<file path="src/rtl/dsi_pkg.sv">
// Purpose: shared types and constants for the dsp instruction subset unit
// Assumes: one cpu clock at 100 MHz, active-low asynchronous reset
// Notes:   machine cycle length is a plain default, tune per system
package dsi_pkg;

  localparam int DATA_W          = 16;
  localparam int ACCUM_W         = 32;
  localparam int PC_W            = 16;
  localparam int CLK_PERIOD_NS   = 10;
  localparam int MACH_CYCLE_NS   = 40;
  // least time, so round up to whole clocks
  localparam int MACH_CYCLE_CLKS = (MACH_CYCLE_NS + CLK_PERIOD_NS - 1) / CLK_PERIOD_NS;
  localparam int EARLY_PORT_BITS = 3;
  localparam int LATE_PORT_BITS  = 4;
  // data sampled on this clock of the second machine cycle (two-flop sync latency)
  localparam int CAPTURE_CLK     = 1;

  localparam logic               RST_MASK   = 1'b1;
  localparam logic               RST_FORMAT = 1'b0;
  localparam logic [ACCUM_W-1:0] RST_ACCUM  = 32'h0000_0000;
  localparam logic [DATA_W-1:0]  RST_DATA   = 16'h0000;
  localparam logic [PC_W-1:0]    RST_PC     = 16'h0000;

  typedef enum logic [3:0] {
    OP_NOP,
    OP_ENABLE_INT,
    OP_DISABLE_INT,
    OP_SWAP,
    OP_FORMAT,
    OP_IDLE,
    OP_LOW_POWER_HALT,
    OP_PORT_IN,
    OP_SOFT_VECTOR,
    OP_LOAD_SHIFTED,
    OP_LOAD_FROM_BUFFER
  } dsi_opcode_t;

  typedef struct packed {
    dsi_opcode_t                     opcode;
    logic [4:0]                      vec_k;
    logic [3:0]                      shift;
    logic                            fmt_bit;
    logic [LATE_PORT_BITS-1:0]       port_number;
    logic [15:0]                     dm_addr;
  } dsi_op_t;

  typedef struct packed {
    logic [15:0] addr;
    logic        data_enable_strobe_n;
    logic        io_space_select_n;
    logic        external_access_strobe_n;
    logic        read_n;
  } dsi_io_bus_t;

  localparam dsi_io_bus_t IO_QUIET = '{addr: 16'h0000, data_enable_strobe_n: 1'b1,
                                       io_space_select_n: 1'b1, external_access_strobe_n: 1'b1,
                                       read_n: 1'b1};

endpackage

</file>
<file path="src/rtl/dsi_exec_unit.sv">
// Purpose: executes a subset of fixed-point dsp cpu operations
// Assumes: operands arrive from same-clock logic; port pins are asynchronous
// Notes:   one operation at a time, handshake on op_valid_i/op_ready_o
// Contract
// RL1: enable-interrupts clears the global interrupt mask to 0.
// RL2: maskable interrupts are accepted right after enable-interrupts, no delay slot.
// RL3: swap exchanges main accumulator and buffer in one operation.
// RL4: format loads the word-format bit; 0 means 16-bit words, 1 bytes.
// RL5: idle halts execution until reset or an interrupt.
// RL6: low-power halt removes the functional clock until reset or unmasked interrupt.
// RL7: port input reads one 16-bit port value into the addressed data word.
// RL8: on the earliest generation port input takes exactly two machine cycles.
// RL9: earliest generation drives port on three address lines with data strobe low.
// RL10: later generations drive io select low with read timing extended by ready.
// RL11: software vector takes K from 0 to 31 and jumps to its vector.
// RL12: vectors are two addresses apart, so the target is twice K.
// RL13: load shifted zero-fills low bits and sign-extends high bits when mode is 1.
// RL14: with sign-extension mode 0 the high bits fill with zeros.
`timescale 1ns/100ps
module dsi_exec_unit
  import dsi_pkg::*;
#(
  parameter int MC_CLKS = MACH_CYCLE_CLKS
) (
  // clock, reset, enable
  input  wire logic                 sys_clk_i,
  input  wire logic                 nrst_i,
  input  wire logic                 ce_i,
  // operation request
  input  wire logic                 op_valid_i,
  input  wire dsi_op_t              op_i,
  output logic                      op_ready_o,
  input  wire logic                 later_gen_i,
  input  wire logic                 sign_extension_mode_bit_i,
  input  wire logic [DATA_W-1:0]    dm_rdata_i,
  // interrupts
  input  wire logic                 irq_i,
  output logic                      int_ack_o,
  output logic                      global_interrupt_mask_o,
  // cpu state
  output logic [ACCUM_W-1:0]        main_accumulator_o,
  output logic [ACCUM_W-1:0]        accumulator_buffer_o,
  output logic                      serial_word_format_bit_o,
  output logic                      halted_o,
  output logic                      func_clk_en_o,
  output logic                      pc_load_o,
  output logic [PC_W-1:0]           pc_target_o,
  // data memory write
  output logic                      dm_we_o,
  output logic [15:0]               dm_addr_o,
  output logic [DATA_W-1:0]         dm_wdata_o,
  // external io port pins
  output dsi_io_bus_t               io_bus_o,
  input  wire logic [DATA_W-1:0]    port_data_i,
  input  wire logic                 ready_i
);

  typedef enum logic [2:0] {
    ST_RUN,
    ST_IDLE,
    ST_LOW_POWER,
    ST_STROBE,
    ST_DATA
  } dsi_state_t;

  localparam int CNT_W = $clog2(MC_CLKS + 1);
  localparam logic [CNT_W-1:0] CNT_LAST = CNT_W'(MC_CLKS - 1);
  localparam logic [CNT_W-1:0] CNT_CAP  = CNT_W'(CAPTURE_CLK);
  localparam int IOC_W = $clog2(4 * MC_CLKS + 2);

  dsi_state_t                state_q;
  dsi_state_t                state_d;
  logic [CNT_W-1:0]          cnt_q;
  logic                      mask_q;
  logic                      fmt_q;
  logic [ACCUM_W-1:0]        accum_q;
  logic [ACCUM_W-1:0]        buf_q;
  logic                      pc_load_q;
  logic [PC_W-1:0]           pc_target_q;
  logic                      gen_q;
  logic [LATE_PORT_BITS-1:0] port_q;
  logic [15:0]               dm_addr_q;
  logic [DATA_W-1:0]         dm_wdata_q;
  logic                      dm_we_q;
  dsi_io_bus_t               io_q;
  dsi_io_bus_t               io_d;
  logic [DATA_W-1:0]         pdata_m_q;
  logic [DATA_W-1:0]         pdata_s_q;
  logic                      rdy_m_q;
  logic                      rdy_s_q;
  logic [IOC_W-1:0]          io_clks_q;

  // pins are asynchronous to sys_clk_i: two flops before any use
  always_ff @(posedge sys_clk_i or negedge nrst_i) begin
    if (!nrst_i) begin
      pdata_m_q <= RST_DATA;
      pdata_s_q <= RST_DATA;
      rdy_m_q   <= 1'b0;
      rdy_s_q   <= 1'b0;
    end else if (ce_i) begin
      pdata_m_q <= port_data_i;
      pdata_s_q <= pdata_m_q;
      rdy_m_q   <= ready_i;
      rdy_s_q   <= rdy_m_q;
    end
  end

  // decode
  wire in_run      = (state_q == ST_RUN);
  wire in_idle     = (state_q == ST_IDLE);
  wire in_lp       = (state_q == ST_LOW_POWER);
  wire in_strobe   = (state_q == ST_STROBE);
  wire in_data     = (state_q == ST_DATA);
  wire cnt_last    = (cnt_q == CNT_LAST);
  wire unmasked    = irq_i && !mask_q;
  // idle wakes on any interrupt, low-power halt only on an unmasked one
  wire wake_idle   = irq_i;                                              // [RL5]
  wire wake_lp     = unmasked;                                           // [RL6]
  // mask is read straight from its flop, so acceptance follows enable at once
  wire int_take    = ce_i && unmasked && (in_run || in_idle || in_lp);  // [RL2]
  wire op_fire     = ce_i && op_valid_i && op_ready_o;
  wire fire_en     = op_fire && (op_i.opcode == OP_ENABLE_INT);
  wire fire_dis    = op_fire && (op_i.opcode == OP_DISABLE_INT);
  wire fire_swap   = op_fire && (op_i.opcode == OP_SWAP);
  wire fire_fmt    = op_fire && (op_i.opcode == OP_FORMAT);
  wire fire_idle   = op_fire && (op_i.opcode == OP_IDLE);
  wire fire_lp     = op_fire && (op_i.opcode == OP_LOW_POWER_HALT);
  wire fire_in     = op_fire && (op_i.opcode == OP_PORT_IN);
  wire fire_vec    = op_fire && (op_i.opcode == OP_SOFT_VECTOR);
  wire fire_load   = op_fire && (op_i.opcode == OP_LOAD_SHIFTED);
  wire fire_frombuf = op_fire && (op_i.opcode == OP_LOAD_FROM_BUFFER);
  // later generations hold the strobe until the peripheral signals ready;
  // ready arrives two flops late, so a machine cycle under three clocks misses waits
  wire strobe_done = cnt_last && (!gen_q || rdy_s_q);                    // [RL10]
  wire gen_sel     = fire_in ? later_gen_i : gen_q;
  wire [LATE_PORT_BITS-1:0] port_sel = fire_in ? op_i.port_number : port_q;

  // load shifted: extend by mode, then shift left with zero fill
  wire [DATA_W-1:0]  ext_hi     = sign_extension_mode_bit_i ? {DATA_W{dm_rdata_i[DATA_W-1]}}
                                                           : {DATA_W{1'b0}};  // [RL13] [RL14]
  wire [ACCUM_W-1:0] ld_ext     = {ext_hi, dm_rdata_i};
  wire [ACCUM_W-1:0] ld_shifted = ld_ext << op_i.shift;                  // [RL13]

  // vectors sit two words apart, target = 2*K
  wire [PC_W-1:0] vec_addr = {{(PC_W - 6){1'b0}}, op_i.vec_k, 1'b0};     // [RL11] [RL12]

  assign op_ready_o = in_run && !int_take;
  assign int_ack_o  = int_take;

  always_comb begin
    state_d = state_q;
    case (state_q)
      ST_RUN: begin
        if (fire_idle) begin
          state_d = ST_IDLE;                                             // [RL5]
        end else if (fire_lp) begin
          state_d = ST_LOW_POWER;                                        // [RL6]
        end else if (fire_in) begin
          state_d = ST_STROBE;                                           // [RL7]
        end
      end
      ST_IDLE: begin
        if (wake_idle) begin
          state_d = ST_RUN;
        end
      end
      ST_LOW_POWER: begin
        if (wake_lp) begin
          state_d = ST_RUN;
        end
      end
      ST_STROBE: begin
        if (strobe_done) begin
          state_d = ST_DATA;
        end
      end
      ST_DATA: begin
        if (cnt_last) begin
          state_d = ST_RUN;                                              // [RL8]
        end
      end
      default: begin
        state_d = ST_RUN;
      end
    endcase
  end

  // pin pattern for the coming clock, registered so the pins never glitch
  always_comb begin
    io_d = IO_QUIET;
    if (state_d == ST_STROBE) begin
      if (gen_sel) begin
        io_d.addr                     = {12'h000, port_sel};
        io_d.io_space_select_n        = 1'b0;                            // [RL10]
        io_d.external_access_strobe_n = 1'b0;
        io_d.read_n                   = 1'b0;
      end else begin
        io_d.addr                 = {13'h0000, port_sel[EARLY_PORT_BITS-1:0]};  // [RL9]
        io_d.data_enable_strobe_n = 1'b0;                                // [RL9]
      end
    end
  end

  always_ff @(posedge sys_clk_i or negedge nrst_i) begin
    if (!nrst_i) begin
      state_q <= ST_RUN;
      cnt_q   <= '0;
      io_q    <= IO_QUIET;
    end else if (ce_i) begin
      state_q <= state_d;
      io_q    <= io_d;
      if (state_d != state_q) begin
        cnt_q <= '0;
      end else if (!cnt_last) begin
        cnt_q <= cnt_q + 1'b1;
      end
    end
  end

  // port input transfer bookkeeping
  always_ff @(posedge sys_clk_i or negedge nrst_i) begin
    if (!nrst_i) begin
      gen_q      <= 1'b0;
      port_q     <= '0;
      dm_addr_q  <= 16'h0000;
      dm_wdata_q <= RST_DATA;
      dm_we_q    <= 1'b0;
    end else if (ce_i) begin
      gen_q   <= gen_sel;
      port_q  <= port_sel;
      dm_we_q <= in_data && cnt_last;                                    // [RL7]
      if (fire_in) begin
        dm_addr_q <= op_i.dm_addr;
      end
      // peripheral data seen through the synchroniser's second stage only
      if (in_data && (cnt_q == CNT_CAP)) begin
        dm_wdata_q <= pdata_s_q;                                         // [RL7]
      end
    end
  end

  // interrupt mask: taking an interrupt masks further ones
  always_ff @(posedge sys_clk_i or negedge nrst_i) begin
    if (!nrst_i) begin
      mask_q <= RST_MASK;
    end else if (ce_i) begin
      if (int_take || fire_dis) begin
        mask_q <= 1'b1;
      end else if (fire_en) begin
        mask_q <= 1'b0;                                                  // [RL1]
      end
    end
  end

  // accumulator pair and format bit
  always_ff @(posedge sys_clk_i or negedge nrst_i) begin
    if (!nrst_i) begin
      accum_q <= RST_ACCUM;
      buf_q   <= RST_ACCUM;
      fmt_q   <= RST_FORMAT;
    end else if (ce_i) begin
      if (fire_swap) begin
        accum_q <= buf_q;                                                // [RL3]
        buf_q   <= accum_q;                                              // [RL3]
      end else if (fire_load) begin
        accum_q <= ld_shifted;                                           // [RL13]
      end else if (fire_frombuf) begin
        accum_q <= buf_q;
      end
      if (fire_fmt) begin
        fmt_q <= op_i.fmt_bit;                                           // [RL4]
      end
    end
  end

  // program-control redirect
  always_ff @(posedge sys_clk_i or negedge nrst_i) begin
    if (!nrst_i) begin
      pc_load_q   <= 1'b0;
      pc_target_q <= RST_PC;
    end else if (ce_i) begin
      pc_load_q <= fire_vec;
      if (fire_vec) begin
        pc_target_q <= vec_addr;                                         // [RL11] [RL12]
      end
    end
  end

  // helper count of transfer clocks, read only by the checks below
  always_ff @(posedge sys_clk_i or negedge nrst_i) begin
    if (!nrst_i) begin
      io_clks_q <= '0;
    end else if (ce_i) begin
      io_clks_q <= (in_strobe || in_data) ? io_clks_q + 1'b1 : '0;
    end
  end

  assign global_interrupt_mask_o  = mask_q;
  assign main_accumulator_o       = accum_q;
  assign accumulator_buffer_o     = buf_q;
  assign serial_word_format_bit_o = fmt_q;
  assign halted_o                 = in_idle || in_lp;
  // functional clock gate; the clock tree owner must hold it off while low
  assign func_clk_en_o            = !in_lp;                              // [RL6]
  assign pc_load_o                = pc_load_q;
  assign pc_target_o              = pc_target_q;
  assign dm_we_o                  = dm_we_q;
  assign dm_addr_o                = dm_addr_q;
  assign dm_wdata_o               = dm_wdata_q;
  assign io_bus_o                 = io_q;

  enable_interrupts_op_clears_mask_a: assert property (@(posedge sys_clk_i) disable iff (!nrst_i)  // [RL1]
    fire_en |=> !mask_q)
    else $error("mask not cleared by enable");

  enable_interrupts_op_accept_a: assert property (@(posedge sys_clk_i) disable iff (!nrst_i)  // [RL2]
    fire_en ##1 (ce_i && irq_i && in_run) |-> int_ack_o && !op_ready_o)
    else $error("interrupt not accepted right after enable");

  swap_exchange_a: assert property (@(posedge sys_clk_i) disable iff (!nrst_i)  // [RL3]
    fire_swap |=> (accum_q == $past(buf_q)) && (buf_q == $past(accum_q)))
    else $error("accumulator swap wrong");

  format_bit_a: assert property (@(posedge sys_clk_i) disable iff (!nrst_i)  // [RL4]
    fire_fmt |=> (serial_word_format_bit_o == $past(op_i.fmt_bit)))
    else $error("format bit not loaded");

  idle_hold_a: assert property (@(posedge sys_clk_i) disable iff (!nrst_i)  // [RL5]
    (in_idle && !irq_i) |=> halted_o && !op_ready_o)
    else $error("idle left without interrupt");

  low_power_clk_a: assert property (@(posedge sys_clk_i) disable iff (!nrst_i)  // [RL6]
    (fire_lp ##1 !unmasked) |-> !func_clk_en_o ##1 !func_clk_en_o)
    else $error("functional clock not removed");

  port_write_a: assert property (@(posedge sys_clk_i) disable iff (!nrst_i)  // [RL7]
    (ce_i && in_data && (cnt_q == CNT_CAP)) |=> (dm_wdata_o == $past(pdata_s_q)))
    else $error("port data not captured");

  early_two_cycles_a: assert property (@(posedge sys_clk_i) disable iff (!nrst_i)  // [RL8]
    ($rose(dm_we_o) && !gen_q) |-> (io_clks_q == IOC_W'(2 * MC_CLKS)))
    else $error("early port input not two machine cycles");

  early_strobe_a: assert property (@(posedge sys_clk_i) disable iff (!nrst_i)  // [RL9]
    (in_strobe && !gen_q) |-> !io_bus_o.data_enable_strobe_n && io_bus_o.io_space_select_n
                              && (io_bus_o.addr[15:EARLY_PORT_BITS] == '0))
    else $error("early strobe or port address wrong");

  late_select_a: assert property (@(posedge sys_clk_i) disable iff (!nrst_i)  // [RL10]
    (in_strobe && gen_q && ce_i && cnt_last && !rdy_s_q) |=> in_strobe && !io_bus_o.io_space_select_n)
    else $error("ready did not extend the io cycle");

  vector_target_a: assert property (@(posedge sys_clk_i) disable iff (!nrst_i)  // [RL11]
    fire_vec |=> pc_load_o && (pc_target_o == {10'h000, $past(op_i.vec_k), 1'b0}))
    else $error("vector target not twice K");

  load_shift_a: assert property (@(posedge sys_clk_i) disable iff (!nrst_i)  // [RL13]
    (fire_load && !sign_extension_mode_bit_i) |=>
      (main_accumulator_o == (ACCUM_W'($past(dm_rdata_i)) << $past(op_i.shift))))
    else $error("unsigned shifted load wrong");

endmodule

</file>
<file path="config.mk">
export PLATFORM = sky130hd
export DESIGN_NAME = dsi_exec_unit
export DESIGN_NICKNAME = d
export VERILOG_FILES = /design/src/rtl/dsi_pkg.sv /design/src/rtl/dsi_exec_unit.sv
export SDC_FILE = /design/constraint.sdc
export NUM_CORES = 1
export LEC_CHECK = 0
export BUFFER_PORTS_ARGS = -buffer_cell sky130_fd_sc_hd__buf_4
export CAP_MARGIN = 0
export CELL_PAD_IN_SITES_DETAIL_PLACEMENT = 0
export CELL_PAD_IN_SITES_GLOBAL_PLACEMENT = 1
export CORE_UTILIZATION = 41
export DETAILED_ROUTE_END_ITERATION = 7
export HOLD_SLACK_MARGIN = 0.06
export PLACE_DENSITY = 0.93
export SYNTH_ARGS = -nofsm -noshare
export SYNTH_HDL_FRONTEND = slang
export SYNTH_SLANG_ARGS = --single-unit
</file>
<file path="constraint.sdc">
create_clock -name sys_clk_i -period 2.8 [get_ports sys_clk_i]
set_clock_uncertainty 0.15 [all_clocks]
set_input_delay 0.14 -clock sys_clk_i [delete_from_list [all_inputs] [get_ports sys_clk_i]]
set_output_delay 0.14 -clock sys_clk_i [all_outputs]
set_load 0.05 [all_outputs]
</file>
==> impl_metrics.tcl <==
set metrics [dict create \
    count_of_flip_flops_with_a_built_in_enable_after_synthesis 0 \
    synth_adder_area_share 0.00495 \
    crit_share_post_route 0.974 \
    die_width_um 138 \
    p_leak_nw 4.91 \
    critical_path.endpoint_type "flip-flop" \
    netlist_top_cells_count "sky130_fd_sc_hd__dfrtp_1, sky130_fd_sc_hd__mux2_2, sky130_fd_sc_hd__nand2_1, sky130_fd_sc_hd__nor2_1, sky130_fd_sc_hd__clkbuf_1" \
    cts_root_buf "sky130_fd_sc_hd__clkbuf_16" \
    place.gp.congestion 0.837 \
    yosysWarningCount 0 \
    synth-compound-area-share 0.0993 \
    synth_top_family_by_area "multiplexers" \
    yosys.cell_types.count 61 \
    max_transition_margin 0.457 \
    report.final.hold_viol_count 0 \
    multiInputGateArea_um2 3320 \
    actual_slew_at_the_worst_max_slew_pin_ns 0.815 \
    post_synthesis_sequential_area_ratio 0.515 \
    std_cell_rows 49 \
    number_of_global_route_vias_before_repair 5934 \
    cp_data_required_time_ns 2.95 \
    vdd_ir_drop_max_mv 0.547 \
    synthesis.area_um2 7580 \
    grt-ovfl-total 0 \
    drc_errors 0 \
    synth-xor-area-share 0.00115 \
    postCtsResizedCells 0 \
    crit_path_cell_trace "or2_4, or3_4, or4_1, mux2_2, dlygate4sd3_1" \
    worst-endpoint-arrival_ns 2.88 \
    crit_path_max_fanout 10 \
    cts_inserted_buffers 17 \
    cap_viol_max_count 0 \
    nNetsFinal 947 \
    post-synth-top-area-cell "sky130_fd_sc_hd__dfrtp_1" \
    num_io_pins 214 \
    run_status "finished, final reports clean" \
    synth.area.top_cells "sky130_fd_sc_hd__dfrtp_1, sky130_fd_sc_hd__mux2_2, sky130_fd_sc_hd__buf_4, sky130_fd_sc_hd__mux4_2, sky130_fd_sc_hd__nand2_1" \
    h-tree-depth 4 \
    clkSlewWorstSetupHoldPaths_ns 0.06 \
    final_max_slew_viol_count 0 \
    routed-via-count 5806 \
    grt_start_max_net_pins 157 \
    diodes 0 \
    multiplexer_share_of_the_synthesized_area 0.220 \
    drt_first_iter_violations 296 \
    post-cts-setup-buffers 0 \
    die_area_um2 19000 \
    final-setup-viol-count 0 \
    worst_skew_pair.late_latency_ns 0.42 \
    postCtsHoldBufs 54 \
    avgSynthCellArea_um2 11.8 \
    synth.most_common_cell "sky130_fd_sc_hd__dfrtp_1" \
    initial_core_util 0.421 \
    final-seq-area_um2 3910 \
    grt_antenna_before_repair 0 \
    placedInstanceArea_um2 9120 \
    number_of_port_buffers 190 \
    postSynthCellCount 645 \
    worst_path_max_delay_cell "sky130_fd_sc_hd__dlygate4sd3_1" \
    vias_per_cell 5.22 \
    worstSetupPathType "reg -> reg" \
    chip_height_um 138 \
    ant_nets 0 \
    n_fill_cell 1541 \
    final_cell_area_um2 10200 \
    number_of_storage_elements_in_the_synthesis_netlist 156 \
    hpwlAfterDp_um 12600 \
    drt_pre_antenna_iters 5 \
    clock_path_buffers 2 \
    critical_path.max_stage_delay_ns 0.55 \
    fmax_mhz 367 \
    tritoncts_clock_tree "built" \
    worst_hold_path_type "in -> reg" \
    drive_above_1_share 0.422 \
    synthArstFlopShare 1.00 \
    grt_setup_unrepaired "false" \
    synth_top_area_frac 0.505 \
    core_region_area_um2 18000 \
    power_per_cell_area_nw_per_um2 741 \
    fin_setup_tns_ns 0 \
    wl_per_cell_um 17.3 \
    ys_dominant_reg_cell "sky130_fd_sc_hd__dfrtp_1" \
    clock_sink_count 156 \
    post-route-min-period_ns 2.73 \
    area_growth_syn_to_layout_pct 35.0 \
    grt_pass1_wl_um 31700 \
    total_global_routing_track_utilization 0.209 \
    wirelength_um 19300 \
    start_kind "flip-flop" \
    synth_simple_gate_area_frac 0.100 \
]
sequential cells by signal, summed over array words and instances (netlist names):
register	count
gen_q	1
io_bus_o	6
cnt_q	3
pdata_s_q	16
pc_load_o	1
pdata_m_q	16
rdy_s_q	1
state_q	3
global_interrupt_mask_o	1
accumulator_buffer_o	32
main_accumulator_o	32
pc_target_o	5
dm_wdata_o	16
dm_addr_o	16
rdy_m_q	1
port_q	4
dm_we_o	1
serial_word_format_bit_o	1
metrics by stage:
step	setup WS, ns	power, W	hold WS, ns	std cells	utilization
5_1_grt	0.0193	0.00795	0.105	1112	0.568
4_1_cts	0.0864	0.00766	0.0652	1112	0.568
2_1_floorplan	0.439	0.00456	-0.306	667	-
3_3_place_gp	0.423	0.00526	0.197	1026	0.506
3_5_place_dp	0.381	0.00531	0.201	1026	0.506
6_report	0.0722	0.00759	0.0882	1112	0.568
power breakdown:
part	total, W	internal, W	leakage (nW)	switching [W]
Combinational	0.00246	0.000841	2.60	0.00161
Sequential	0.00288	0.00262	2.04	0.000260
Clock	0.00226	0.00127	0.273	0.000983
metal layers:
layer | global-route usage | wire [um] | share of wire
met5 | 0 | 0 | 0
met3 | 0.0419 | 920 | 0.048
met4 | 0.0816 | 354 | 0.018
met1 | 0.276 | 8590 | 0.45
met2 | 0.338 | 9390 | 0.49
kinds of logic after synthesis:
logic type	count (synthesis)
other	1
AND/OR/NAND/NOR	151
XOR/XNOR	1
buffers and inverters	83
multiplexers	141
AO/OA/AOI/OAI	109
adder cells (fa/ha/maj)	3
flip-flops	156
layout by cell type, fill, tap and decap left out, types with 4 or more instances in the layout:
master / netlist / routed
sky130_fd_sc_hd__inv_6: 0 / 4
sky130_fd_sc_hd__a211oi_1: 4 / 4
sky130_fd_sc_hd__nand2_1: 45 / 45
sky130_fd_sc_hd__o221ai_1: 5 / 5
sky130_fd_sc_hd__nor2_1: 39 / 39
sky130_fd_sc_hd__buf_4: 28 / 198
sky130_fd_sc_hd__a31oi_1: 12 / 12
sky130_fd_sc_hd__dlygate4sd3_1: 0 / 54
sky130_fd_sc_hd__dfrtp_1: 153 / 153
sky130_fd_sc_hd__mux2_2: 116 / 116
sky130_fd_sc_hd__inv_1: 11 / 11
sky130_fd_sc_hd__nor4_1: 5 / 5
sky130_fd_sc_hd__a21oi_1: 15 / 15
sky130_fd_sc_hd__clkbuf_16: 0 / 17
sky130_fd_sc_hd__o211ai_1: 10 / 10
sky130_fd_sc_hd__a221oi_1: 8 / 8
sky130_fd_sc_hd__mux4_2: 9 / 9
sky130_fd_sc_hd__conb_1: 1 / 23
sky130_fd_sc_hd__o21ai_0: 25 / 25
sky130_fd_sc_hd__nand3_1: 19 / 19
sky130_fd_sc_hd__nand3b_1: 4 / 4
sky130_fd_sc_hd__mux2i_1: 16 / 16
sky130_fd_sc_hd__nand2b_1: 10 / 10
area by class of cell:
cell class | instances | area share
Sequential cell | 156 | 0.382
Multi-Input combinational cell | 428 | 0.325
Timing Repair Buffer | 256 | 0.205
Clock buffer | 20 | 0.0436
Tap cell | 229 | 0.0280
Clock inverter | 12 | 0.0130
Inverter | 11 | 0.00403
critical path: cells and delay by family (launching register included):
family | cells | cell delay [ns]
AND/OR/NAND/NOR | 3 | 1.12
flip-flops | 1 | 0.51
multiplexers | 1 | 0.28
buffers and inverters | 1 | 0.55
path summary, 6_finish.rpt:
| path | start | end | slack (ns) | depth (start not counted) |
|---|---|---|---|---|
| hold / removal | dm_rdata_i[0] | main_accumulator_o[0]$_DFFE_PN0P_ | 0.09 | 5 |
| min in group asynchronous | nrst_i | pdata_m_q[4]$_DFFE_PN0P_ | 0.27 | 3 |
| max in group asynchronous | nrst_i | main_accumulator_o[21]$_DFFE_PN0P_ | 1.62 | 3 |
| setup reg to reg | state_q[1]$_DFFE_PN0P_ | serial_word_format_bit_o$_DFFE_PN0P_ | 0.07 | 5 |
| hold reg to reg | dm_we_o$_DFFE_PN0P_ | dm_we_o$_DFFE_PN0P_ | 0.35 | 1 |
| setup / recovery | state_q[1]$_DFFE_PN0P_ | serial_word_format_bit_o$_DFFE_PN0P_ | 0.07 | 5 |
No activity file was read; power rests on OpenSTA's default activity.
